===== config.mk =====
export PLATFORM = sky130hd
export DESIGN_NAME = bridge_memory_window_decode
export DESIGN_NICKNAME = d
export VERILOG_FILES = /design/src/window_pkg.sv /design/src/window_cmp_if.sv /design/src/bridge_memory_window_decode.sv /design/src/window_compare.sv
export SDC_FILE = /design/constraint.sdc
export NUM_CORES = 1
export LEC_CHECK = 0
export ABC_AREA = 1
export ABC_CLOCK_PERIOD_IN_PS = 4000
export BUFFER_PORTS_ARGS = -buffer_cell sky130_fd_sc_hd__clkbuf_2
export CORE_ASPECT_RATIO = 1.75
export CORE_MARGIN = 2
export CORE_UTILIZATION = 40
export CTS_CLUSTER_SIZE = 16
export DETAILED_ROUTE_END_ITERATION = 16
export GPL_TIMING_DRIVEN = 0
export PLACE_DENSITY = 0.67
export SLEW_MARGIN = 0
export SYNTH_ARGS = -nofsm -noshare
export SYNTH_HDL_FRONTEND = slang
export SYNTH_SLANG_ARGS = --single-unit

===== constraint.sdc =====
create_clock -name pclk -period 4 [get_ports pclk]
set_clock_uncertainty 0.1 [all_clocks]
set_input_delay 0.8 -clock pclk [delete_from_list [all_inputs] [get_ports pclk]]
set_output_delay 0.8 -clock pclk [all_outputs]
set_load 0.05 [all_outputs]

===== src/window_pkg.sv =====
`default_nettype none
package window_pkg;
  // ===========================================================================
  // Register map.
  // Register offsets are all word aligned, so each is kept as a word index.
  // The byte address on the bus is four times the index.
  localparam int          IDX_W        = 10;
  localparam int          PADDR_W      = 12;
  localparam logic [9:0]  IDX_NP_BASE  = 10'h020;
  localparam logic [9:0]  IDX_NP_LIMIT = 10'h022;
  localparam logic [9:0]  IDX_PF_BASE  = 10'h024;
  localparam logic [9:0]  IDX_PF_LIMIT = 10'h026;
  localparam logic [9:0]  IDX_STATUS   = 10'h028;

  // ===========================================================================
  // Window registers: slot order is base, limit, base, limit.
  localparam int          NUM_WIN      = 2;
  localparam int          NUM_REGS     = 4;
  localparam int          WIN_NP       = 0;
  localparam int          WIN_PF       = 1;
  localparam logic [9:0]  REG_IDX [NUM_REGS] = '{IDX_NP_BASE, IDX_NP_LIMIT,
                                                 IDX_PF_BASE, IDX_PF_LIMIT};

  // ===========================================================================
  // Field layout and reset values.
  localparam int           ADDR_W      = 32;
  localparam int           FIELD_W     = 12;
  localparam int           FIELD_LSB   = 4;
  localparam int           FIELD_MSB   = 15;
  localparam int           FILL_W      = 20;
  localparam logic [15:0]  RST_BASE    = 16'hFFF0;
  localparam logic [15:0]  RST_LIMIT   = 16'h0000;
  localparam logic [19:0]  BASE_FILL   = 20'h0_0000;
  localparam logic [19:0]  LIMIT_FILL  = 20'hF_FFFF;
  localparam logic [31:0]  DATA_ZERO   = 32'h0000_0000;

  // ===========================================================================
  // Status register layout.
  localparam int           ST_NP_HIT   = 0;
  localparam int           ST_PF_HIT   = 1;
  localparam int           ST_FWD      = 2;
  localparam int           ST_CNT_LSB  = 16;
  localparam int           CNT_W       = 16;

  typedef enum logic {
    APB_IDLE,
    APB_REPLY
  } apb_state_e;
endpackage : window_pkg
`default_nettype wire


===== src/window_cmp_if.sv =====
`default_nettype none
interface window_cmp_if;
  import window_pkg::*;
  logic [FIELD_W-1:0] base_field;
  logic [FIELD_W-1:0] limit_field;
  logic [ADDR_W-1:0]  addr;
  logic               hit;

  modport owner (output base_field, output limit_field, output addr,
                 input hit);
  modport cmp   (input base_field, input limit_field, input addr,
                 output hit);
endinterface : window_cmp_if
`default_nettype wire


===== src/bridge_memory_window_decode.sv =====
// Overview of operation
// An access in the non-prefetchable window goes to the secondary bus.
// An access in the prefetchable window goes to the secondary bus.
// Register bits 15:4 are read/write and hold address bits 31:20.
// Bits 3:0 of each window register read zero and ignore writes.
// A base compares with address bits 19:0 as zero, on a 1-MB boundary.
// A limit compares with address bits 19:0 as ones, ending a 1-MB block.
// Both base registers read FFF0h after reset.
// Both limit registers read 0000h after reset.
// Software programs every base and limit before relying on a window.
// Software keeps windows apart from each other and from main memory.
// Control registers map non-prefetchable, local memory prefetchable.
// Forwarded accesses go to the graphics side, not the primary side.
// A window with base above limit matches nothing, as after reset.
`default_nettype none
module bridge_memory_window_decode
  import window_pkg::*;
#(
  parameter int CNT_WIDTH = CNT_W
)
(
  input  wire logic                pclk,
  input  wire logic                presetn,
  input  wire logic                psel,
  input  wire logic                penable,
  input  wire logic                pwrite,
  input  wire logic [PADDR_W-1:0]  paddr,
  input  wire logic [31:0]         pwdata,
  input  wire logic [3:0]          pstrb,
  output logic                     pready,
  output logic [31:0]              prdata,
  output logic                     pslverr,
  input  wire logic                req_valid,
  input  wire logic [ADDR_W-1:0]   req_addr,
  output logic                     fwd_valid,
  output logic [ADDR_W-1:0]        fwd_addr,
  output logic                     fwd_secondary,
  output logic                     fwd_prefetchable
);
  // ===========================================================================
  // Declarations.
  apb_state_e          state_q;
  logic                pready_q;
  logic [31:0]         prdata_q;
  logic                pslverr_q;
  logic [31:0]         rdata_d;
  logic                mapped_d;
  logic [IDX_W-1:0]    idx;
  logic                wr_commit;
  logic [FIELD_W-1:0]  window_q [NUM_REGS];
  logic [NUM_WIN-1:0]  hit;
  logic                fwd_valid_q;
  logic [ADDR_W-1:0]   fwd_addr_q;
  logic                fwd_secondary_q;
  logic                fwd_prefetchable_q;
  logic                last_np_q;
  logic                last_pf_q;
  logic [CNT_WIDTH-1:0] fwd_count_q;
  logic                first_q;

  window_cmp_if cmp_bus [NUM_WIN] ();

  assign idx       = paddr[PADDR_W-1:2];
  assign wr_commit = psel && penable && pready_q && pwrite;

  // ===========================================================================
  // APB slave: one wait cycle, then the answer from flip-flops.
  always_ff @(posedge pclk or negedge presetn)
  begin
    if (!presetn)
    begin
      state_q <= APB_IDLE;
    end
    else
    begin
      unique case (state_q)
        APB_IDLE:
        begin
          if (psel && penable)
          begin
            state_q <= APB_REPLY;
          end
        end
        APB_REPLY:
        begin
          state_q <= APB_IDLE;
        end
      endcase
    end
  end

  always_ff @(posedge pclk or negedge presetn)
  begin
    if (!presetn)
    begin
      pready_q <= 1'b0;
    end
    else
    begin
      pready_q <= (state_q == APB_IDLE) && psel && penable;
    end
  end

  always_comb
  begin
    rdata_d  = DATA_ZERO;
    mapped_d = 1'b1;
    unique case (idx)
      IDX_NP_BASE:
      begin
        rdata_d[FIELD_MSB:FIELD_LSB] = window_q[0];
      end
      IDX_NP_LIMIT:
      begin
        rdata_d[FIELD_MSB:FIELD_LSB] = window_q[1];
      end
      IDX_PF_BASE:
      begin
        rdata_d[FIELD_MSB:FIELD_LSB] = window_q[2];
      end
      IDX_PF_LIMIT:
      begin
        rdata_d[FIELD_MSB:FIELD_LSB] = window_q[3];
      end
      IDX_STATUS:
      begin
        rdata_d[ST_NP_HIT] = last_np_q;
        rdata_d[ST_PF_HIT] = last_pf_q;
        rdata_d[ST_FWD]    = last_np_q || last_pf_q;
        rdata_d[ST_CNT_LSB +: CNT_WIDTH] = fwd_count_q;
      end
      default:
      begin
        mapped_d = 1'b0;
      end
    endcase
  end

  always_ff @(posedge pclk or negedge presetn)
  begin
    if (!presetn)
    begin
      prdata_q  <= DATA_ZERO;
      pslverr_q <= 1'b0;
    end
    else if ((state_q == APB_IDLE) && psel && penable)
    begin
      prdata_q  <= pwrite ? DATA_ZERO : rdata_d;
      pslverr_q <= !mapped_d;
    end
    else
    begin
      prdata_q  <= DATA_ZERO;
      pslverr_q <= 1'b0;
    end
  end

  assign pready  = pready_q;
  assign prdata  = prdata_q;
  assign pslverr = pslverr_q;

  // ===========================================================================
  // Window registers: only the address field is stored; byte lanes honoured.
  for (genvar r = 0; r < NUM_REGS; r++)
  begin : g_reg
    localparam logic [15:0] RST = (r % 2 == 0) ? RST_BASE : RST_LIMIT;
    always_ff @(posedge pclk or negedge presetn)
    begin
      if (!presetn)
      begin
        window_q[r] <= RST[FIELD_MSB:FIELD_LSB];
      end
      else if (wr_commit && (idx == REG_IDX[r]))
      begin
        window_q[r] <= {pstrb[1] ? pwdata[15:8] : window_q[r][11:4],
                        pstrb[0] ? pwdata[7:4] : window_q[r][3:0]};
      end
    end
  end

  // ===========================================================================
  // Window comparators.
  for (genvar w = 0; w < NUM_WIN; w++)
  begin : g_win
    assign cmp_bus[w].base_field  = window_q[2*w];
    assign cmp_bus[w].limit_field = window_q[2*w+1];
    assign cmp_bus[w].addr        = req_addr;
    assign hit[w]                 = cmp_bus[w].hit;
    window_compare u_cmp (
      .bus (cmp_bus[w])
    );
  end

  // ===========================================================================
  // Routing decision, one cycle after the request.
  always_ff @(posedge pclk or negedge presetn)
  begin
    if (!presetn)
    begin
      fwd_valid_q        <= 1'b0;
      fwd_addr_q         <= DATA_ZERO;
      fwd_secondary_q    <= 1'b0;
      fwd_prefetchable_q <= 1'b0;
    end
    else
    begin
      fwd_valid_q        <= req_valid;
      fwd_addr_q         <= req_valid ? req_addr : fwd_addr_q;
      fwd_secondary_q    <= req_valid && (|hit);
      fwd_prefetchable_q <= req_valid && hit[WIN_PF];
    end
  end

  always_ff @(posedge pclk or negedge presetn)
  begin
    if (!presetn)
    begin
      last_np_q   <= 1'b0;
      last_pf_q   <= 1'b0;
      fwd_count_q <= '0;
    end
    else if (req_valid)
    begin
      last_np_q <= hit[WIN_NP];
      last_pf_q <= hit[WIN_PF];
      if (hit[WIN_NP] || hit[WIN_PF])
      begin
        fwd_count_q <= fwd_count_q + 1'b1;
      end
    end
  end

  assign fwd_valid        = fwd_valid_q;
  assign fwd_addr         = fwd_addr_q;
  assign fwd_secondary    = fwd_secondary_q;
  assign fwd_prefetchable = fwd_prefetchable_q;

  // ===========================================================================
  // Checks.
  always_ff @(posedge pclk or negedge presetn)
  begin
    if (!presetn)
    begin
      first_q <= 1'b1;
    end
    else
    begin
      first_q <= 1'b0;
    end
  end

  np_forward_a: assert property (@(posedge pclk) disable iff (!presetn)
    req_valid && ({window_q[0], BASE_FILL} <= req_addr)
    && (req_addr <= {window_q[1], LIMIT_FILL})
    |=> fwd_valid && fwd_secondary && (fwd_addr == $past(req_addr)))
    else $error("Non-prefetchable hit was not forwarded.");

  pf_forward_a: assert property (@(posedge pclk) disable iff (!presetn)
    req_valid && ({window_q[2], BASE_FILL} <= req_addr)
    && (req_addr <= {window_q[3], LIMIT_FILL})
    |=> fwd_secondary && fwd_prefetchable)
    else $error("Prefetchable hit was not forwarded.");

  field_write_a: assert property (@(posedge pclk)
    disable iff (!presetn)
    wr_commit && (pstrb[1:0] == 2'b11) && (idx == IDX_PF_LIMIT)
    |=> window_q[3] == $past(pwdata[FIELD_MSB:FIELD_LSB]))
    else $error("Window field did not take the written value.");

  low_zero_a: assert property (@(posedge pclk) disable iff (!presetn)
    (state_q == APB_IDLE) && psel && penable && !pwrite
    && (idx >= IDX_NP_BASE) && (idx <= IDX_PF_LIMIT)
    |=> pready && (prdata[3:0] == 4'h0) && (prdata[31:16] == 16'h0000))
    else $error("Window read returned nonzero low or upper bits.");

  base_align_a: assert property (@(posedge pclk) disable iff (!presetn)
    req_valid && (req_addr[31:20] == window_q[0])
    && (window_q[0] <= window_q[1])
    |=> fwd_secondary)
    else $error("Base block start was not matched.");

  limit_fill_a: assert property (@(posedge pclk) disable iff (!presetn)
    req_valid && (req_addr[31:20] == window_q[3])
    && (window_q[2] <= window_q[3])
    |=> fwd_secondary && fwd_prefetchable)
    else $error("Limit block end was not matched.");

  base_reset_a: assert property (@(posedge pclk) disable iff (!presetn)
    first_q |-> (window_q[0] == RST_BASE[FIELD_MSB:FIELD_LSB])
    && (window_q[2] == RST_BASE[FIELD_MSB:FIELD_LSB]))
    else $error("Base register reset value wrong.");

  limit_reset_a: assert property (@(posedge pclk)
    disable iff (!presetn)
    first_q |-> (window_q[1] == RST_LIMIT[FIELD_MSB:FIELD_LSB])
    && (window_q[3] == RST_LIMIT[FIELD_MSB:FIELD_LSB]))
    else $error("Limit register reset value wrong.");

  secondary_only_a: assert property (@(posedge pclk)
    disable iff (!presetn)
    fwd_secondary |-> fwd_valid && ($past(hit) != 2'b00))
    else $error("Secondary forward without a window hit.");

  empty_window_a: assert property (@(posedge pclk)
    disable iff (!presetn)
    req_valid && (window_q[0] > window_q[1]) && (window_q[2] > window_q[3])
    |=> fwd_valid && !fwd_secondary)
    else $error("Inverted window forwarded an access.");
endmodule : bridge_memory_window_decode
`default_nettype wire


===== src/window_compare.sv =====
`default_nettype none
module window_compare
  import window_pkg::*;
(
  window_cmp_if.cmp bus
);
  // ===========================================================================
  // Inclusive range check with the low address bits filled in.
  logic [ADDR_W-1:0] lo;
  logic [ADDR_W-1:0] hi;

  assign lo      = {bus.base_field, BASE_FILL};
  assign hi      = {bus.limit_field, LIMIT_FILL};
  // An inverted window can never satisfy both bounds.
  assign bus.hit = (lo <= bus.addr) && (bus.addr <= hi);
endmodule : window_compare
`default_nettype wire


==> results.json, run 1 <==
{
  "drv_cap": 0,
  "cts.clk_slew.worst_paths_ps": 60,
  "cts_tree": "yes",
  "rr_endpoint": "fwd_count_q[7]",
  "slew_headroom_pct": 62.5,
  "status": "finished, final reports clean",
  "synthCells": 843,
  "postCtsHoldBufs": 0,
  "path_cells": "clkbuf_2, inv_1, ha_1, nand2_1, nor2_1, nand3_1, nor2_1, nand2_1, nand2_1, nand3_2, buf_2, nand3_1, nand2_1",
  "antenna_cells": 0,
  "hold_ws_ps": 211,
  "wire_per_inst_um": 15.5,
  "synth_most_common_cell": "nand2_1",
  "setup_violations": 0,
  "post-cts-setup-buffers": 0,
  "path_delay_family": "simple AND/OR/NAND/NOR gates",
  "clock_latency_ps": 430,
  "syn_to_final_growth_pct": 22.5,
  "met2WireLength_um": 11100,
  "grt_overflow": 0,
  "start_util_pct": 40.7,
  "cp.arrival_ps": 2610,
  "critPathMostFrequentCell": "nand2_1",
  "vias": 6004,
  "htree_levels": 4,
  "crit_type": "primary input to register",
  "finalCriticalPeriod_ps": 2400,
  "syn_avg_cell_area_um2": 8.43,
  "drt-total-wl_um": 19200,
  "die_h_um": 180,
  "rows": 64,
  "nets": 1127,
  "cp-startpoint": "req_addr[31]",
  "worst_hold_path_type": "primary input to async pin",
  "met1_length_um": 6570,
  "ys.flop_type": "dfrtp_1",
  "grt_setup_unrepaired": "no",
  "p_per_area_nw_per_um2": 410,
  "cpMaxStageDelayCell": "ha_1",
  "drive_gt1_share_pct": 24.2,
  "io_pins": 155,
  "rr_startpoint": "cmp_bus[0].base_field[7]",
  "post_cts_resized": 0,
  "ys_seq_area_share_pct": 48.0,
  "grt_pass1_wl_um": 30800,
  "port-buffer-count": 129,
  "synth_nets": 978,
  "synthTopCellsByArea": "dfrtp_1 39%, nand2_1 11%, dfstp_2 8.9%, ha_1 8.6%, inv_1 5.8%",
  "cp-start-kind": "primary input",
  "critPathRequiredTime_ps": 4220,
  "place_ws_ps": 1160,
  "cp-endpoint": "fwd_count_q[11]",
  "grt_pass1_vias": 6055,
  "drtIter0Drc": 252,
  "syn_area_um2": 7100,
  "fmax_ghz": 0.417,
  "worstMarginPinSlew_ps": 562,
  "rrSetupSlack_ps": 1770,
  "cp-end-kind": "register",
  "multi_input_area_um2": 3180,
  "irDropWorstVdd_mv": 0.245,
  "path_max_fanout": 10,
  "dp.final_hpwl_um": 15200,
  "finalHoldViolCount": 0,
  "die_x_um": 105,
  "tns_ps": 0,
  "antenna_found_initial": 0,
  "postRouteAntennaNets": 0,
  "clockBufferDepth": 2,
  "core-area_um2": 17500,
  "top_layer_used": "met4",
  "synth_largest_area_cell": "dfrtp_1",
  "grt_max_degree": 89,
  "route.detailed.drc": 0,
  "routed_via_density": 4.86,
  "place.gp.congestion": 0.865,
  "dieArea_um2": 18900,
  "setup_ws_ps": 1600,
  "crit_cells": 13,
  "min_period_over_period_pct": 60.0,
  "register_area_um2": 3410,
  "dr.pass1.iters": 6,
  "yosysTopAreaCellShare_pct": 39.1,
  "path_buf_inv": 3,
  "netlist_top_cells_count": "204 x nand2_1, 111 x dfrtp_1, 109 x inv_1, 93 x nor2_1, 54 x nand3_1",
  "worstRegToRegCells": 10,
  "cts_sinks": 135,
  "synth_edf_count": 0,
  "cts_buffers": 17,
  "netlist-cell-type-count": 31,
  "ys_ff_latch": 135,
  "p_leak_nw": 4.36,
  "fillers": 1724,
  "final_max_slew_viol_count": 0,
  "cts-root-buf": "clkbuf_16",
  "gr-usage-all-layers_pct": 21.3,
  "ys_warn_count": 0,
  "critPathMaxStageDelay_ps": 310,
  "async_flop_share_pct": 100,
  "route.met3.wl_um": 556
}
==> flip-flops by register name, indices dropped and copies added, names as in the netlist <==
signal	flops
cmp_bus.base_field	24
cmp_bus.limit_field	24
prdata	31
last_np_q	1
pready	1
pslverr	1
last_pf_q	1
fwd_prefetchable	1
fwd_valid	1
fwd_addr	32
fwd_count_q	16
fwd_secondary	1
state_q	1
==> placed cells by master (no fill, tap or decap), types with 2 or more instances in the layout <==
master      instances
a21o_1              4
a21oi_1            24
and2_1              2
buf_2              10
buf_4               4
bufinv_16           4
clkbuf_1            5
clkbuf_16          17
clkbuf_2          128
clkinv_2            3
clkinv_4            4
clkinvlp_4          2
dfrtp_1           111
dfstp_2            24
ha_1               49
inv_1             109
inv_6               2
mux2_2             20
nand2_1           204
nand2_2             4
nand3_1            54
nand3_2             8
nand4_1             6
nor2_1             93
nor2_2              6
nor2_4              2
nor3_1             17
o211ai_1            3
o21ai_0            49
o21ai_1            17
xor2_1             11
==> worst min path at each step <==
stage,startpoint,endpoint,cells after the start
after floorplan,state_q,state_q,1
after global placement,state_q,state_q,1
after detailed placement,state_q,state_q,1
after CTS,presetn,cmp_bus[0].limit_field[10],1
after global routing,presetn,fwd_addr[24],1
final,presetn,fwd_addr[24],1
==> power breakdown <==
part	total [mW]	switching [mW]	internal, mW
clock	1.67	0.620	1.05
combinational	0.442	0.314	0.128
sequential	1.46	0.0384	1.42
==> worst register-to-register path, cell delays in order (launching register included) <==
cell,delay (ps)
dfstp_2,550
ha_1,240
a21oi_1,210
nand2_1,100
nand2_1,60
nand3_1,70
nand2_1,120
nand3_2,220
buf_2,280
nand3_1,100
nand2_1,70
==> metal layers <==
| metal | global-route usage (%) | up-vias |
|---|---|---|
| met3 | 3.44 | 37 |
| met1 | 20.2 | 2830 |
| met4 | 12.1 | 0 |
| met2 | 42.0 | 142 |
| met5 | 0 | - |
| li1 | - | 2995 |
==> cell families (layout without fill, tap and decap cells) <==
group	after synthesis	count (layout)	share of synthesized area, %
and+or+nand+nor	400	400	24.3
DFF	135	135	48.0
buffers and inverters	129	291	7.31
AOI/OAI and AO/OA	97	97	7.08
adders and majority gates	49	49	8.63
muxes	20	20	3.17
xor gates and xnor gates	12	12	1.48
other	1	1	0.0528
==> layout make-up <==
type	count	share of cell area, %
multi-input combinational	579	36.5
timing repair buffer	130	7.84
clock buffer	17	4.89
sequential	135	39.2
clock inverter	15	2.33
buffer	20	1.27
tap	231	3.32
inverter	109	4.70
==> per-stage QoR <==
step	util (%)	cells	area [um2]	power (mW)
global route	49.8	1236	8700	3.71
detailed placement	46.3	1204	8070	1.93
CTS	49.8	1236	8700	3.61
finish	49.8	1236	8700	3.57
floorplan	-	843	7100	1.76
global placement	46.0	1203	8040	1.91
Power figures use the tool's default switching activity.
==> run 2: changes to the inputs <==
ABC_AREA = 0   (was 1)
ABC_CLOCK_PERIOD_IN_PS = 2500   (was 4000)
clock period = 2.5 ns   (was 4 ns; I/O delays follow)
==> run 2 against run 1 <==
  * The flow now finishes with violations (negative setup slack)
  * Critical path depth decreased by 4
  * Via count down 22%
  * Combinational power rose by 81%
  * Wire length shrank 14%
  * Register-to-register slack got worse by 2100 ps
  * Hold slack lost 100 ps
  * Count of clock-buffer cells in the layout up 2
  * Global-route usage is 1.4 points lower
  * Critical endpoint is now fwd_count_q[6]
==> results.json, run 2 <==
{
  "route.detailed.drc": 0,
  "die_h_um": 174,
  "cp-startpoint": "cmp_bus[1].base_field[5]",
  "finalCriticalPeriod_ps": 2870,
  "totalPowerFinal_mw": 5.69,
  "clock_latency_ps": 420,
  "cp-end-kind": "register",
  "nets": 818,
  "largest_reg_flops": 32,
  "p_leak_nw": 4.05,
  "cts_buffers": 17,
  "status": "finished with violations",
  "drive_gt1_share_pct": 37.4,
  "setup_violations": 17,
  "cp-start-kind": "register",
  "die_x_um": 101,
  "final_max_slew_viol_count": 0,
  "clockBufferDepth": 2,
  "worstMarginPinSlew_ps": 862,
  "wire_per_inst_um": 18.5,
  "grt_overflow": 0,
  "irDropWorstVdd_mv": 0.401,
  "slew_headroom_pct": 42.5,
  "dp.final_hpwl_um": 12500,
  "finalHoldViolCount": 0,
  "rr_startpoint": "cmp_bus[1].base_field[5]",
  "routed_via_density": 5.26,
  "dr.pass1.iters": 7,
  "path_buf_inv": 1,
  "finish.instance_area_um2": 8310,
  "mostFrequentLayoutCells": "127 x clkbuf_2, 111 x dfrtp_1, 48 x mux2_1",
  "cts-root-buf": "clkbuf_16",
  "critPathRequiredTime_ps": 2700,
  "setup_ws_ps": -370,
  "cp.arrival_ps": 3070,
  "critPathMaxStageDelay_ps": 560,
  "final_common_cell": "clkbuf_2",
  "worst_hold_path_type": "primary input to register",
  "antenna_cells": 0,
  "fmax_ghz": 0.348,
  "grt_pass1_vias": 5097,
  "grt_setup_unrepaired": "yes",
  "synth_largest_area_cell": "dfrtp_1",
  "path_max_fanout": 7,
  "place_ws_ps": -797,
  "hold_start": "req_valid",
  "path_cells": "ha_4, nand4_1, or4_1, or4_1, a21boi_4, o22ai_4, buf_12, nand4_1, xnor2_1",
  "min_period_over_period_pct": 115,
  "dieArea_um2": 17600,
  "cts_sinks": 135,
  "antenna_found_initial": 0,
  "port-buffer-count": 127,
  "gr-usage-all-layers_pct": 19.9,
  "cts_tree": "yes",
  "ys_warn_count": 0,
  "post_dp_cell_area_um2": 7620,
  "cpMaxStageDelayCell": "dfstp_2",
  "core-area_um2": 16300,
  "netlist-cell-type-count": 44,
  "yosysTopAreaCellShare_pct": 42.1,
  "async_flop_share_pct": 100,
  "netlist_top_cells_count": "111 x dfrtp_1, 49 x ha_1, 49 x mux2_1, 38 x inv_1, 32 x mux2_2",
  "ys_ff_latch": 135,
  "synthCells": 530,
  "drt-total-wl_um": 16400,
  "htree_levels": 4,
  "synth_nets": 665,
  "syn_area_um2": 6590,
  "synthTopCellsByArea": "dfrtp_1 42%, dfstp_2 9.6%, ha_1 9.3%, mux2_1 8.4%, mux2_2 5.5%",
  "grt_pass1_wl_um": 26600,
  "start_util_pct": 40.5,
  "synth_edf_count": 0,
  "path_delay_family": "simple AND/OR/NAND/NOR gates",
  "violations": "negative setup slack",
  "ys.flop_type": "dfrtp_1",
  "postRouteAntennaNets": 0,
  "vias": 4667,
  "place.gp.congestion": 0.875,
  "synth_most_common_cell": "dfrtp_1",
  "io_pins": 155,
  "drv_cap": 0,
  "crit_type": "register to register",
  "syn_avg_cell_area_um2": 12.4,
  "grt_max_degree": 101,
  "syn_to_final_growth_pct": 26.1,
  "cts.clk_slew.worst_paths_ps": 60,
  "drtIter0Drc": 277,
  "p_per_area_nw_per_um2": 685,
  "rows": 62,
  "ys_seq_area_share_pct": 51.7
}
## run 2: cell types whose count changed after synthesis, moves of 12 or more
cell and delta:
mux4_2 +12, mux2_1 +49, xnor2_1 +13, and3_1 +19, mux2_2 +12, and2_1 +19, nand2_1 -173, nor3_1 -15
nand3_1 -46, o21ai_1 -13, nor2_1 -79, inv_1 -71, o21ai_0 -43
## run 2: area by class of cell
type,instances,area [um2]
plain buffers,17,76.3
flip-flops and latches,135,3410
inverters,39,169
well taps,192,240
multi-input cells,339,3090
clock inverters,12,153
clock buffers,19,443
fillers,1443,7980
repair buffers,134,736
## run 2: cell families (layout without fill, tap and decap cells)
logic type               Yosys count  in the layout  share of synthesized area, %
AND/OR/NAND/NOR                  132            132                          11.1
adder cells (fa/ha/maj)           49             49                          9.30
AO/OA/AOI/OAI                     49             49                          4.58
buffers and inverters             56            221                          3.36
other                              1              1                        0.0569
XOR/XNOR                          15             15                          1.99
multiplexers                      93             93                          17.9
flip-flops                       135            135                          51.7
## run 2: what timing repair did
action / CTS / global route
pin swaps: 7 / 6
hold buffers: 1 / 0
resized for setup: 6 / 4
endpoints found under the hold margin: 35 / 0
setup buffers: 3 / 1
cloned: 1 / 0
endpoints found under the setup margin: 25 / 29
## run 2: per-stage QoR
stage                     utilization, %  hold WS [ps]  instances  TNS (ps)
after floorplan                        -           104        530     -3270
after global placement              46.6           354        849   -161380
after detailed placement            46.8           334        850    -23570
after CTS                           50.9          92.4        886     -6180
after global routing                51.0          94.8        887     -6900
final                               51.0           109        887     -5390
## run 2: power by group
group          switching [mW]  internal, mW  leakage [nW]  total (mW)
clock                   0.936          1.58         0.281        2.52
sequential             0.0762          2.30          1.71        2.37
combinational           0.537         0.265          2.07       0.802
## run 2: path summary, 6_finish.rpt
check                                      endpoint  slack [ps]  cells past startpoint
setup / recovery                     fwd_count_q[6]        -370                      9
hold / removal                            fwd_valid         110                      1
setup reg to reg                     fwd_count_q[6]        -370                      9
hold reg to reg                     fwd_count_q[15]         370                      1
max in group asynchronous  cmp_bus[0].base_field[0]        1030                      3
min in group asynchronous                prdata[24]         450                      2
## run 2: metal layers
metal / routed length [um] / vias to the layer above / GRT usage (%) / share of wire (%)
met5: 0 / - / 0 / 0
met2: 9370 / 125 / 37.1 / 57
li1: - / 2196 / - / -
met3: 560 / 28 / 3.51 / 3.4
met4: 438 / 0 / 8.90 / 2.7
met1: 6070 / 2318 / 21.4 / 37
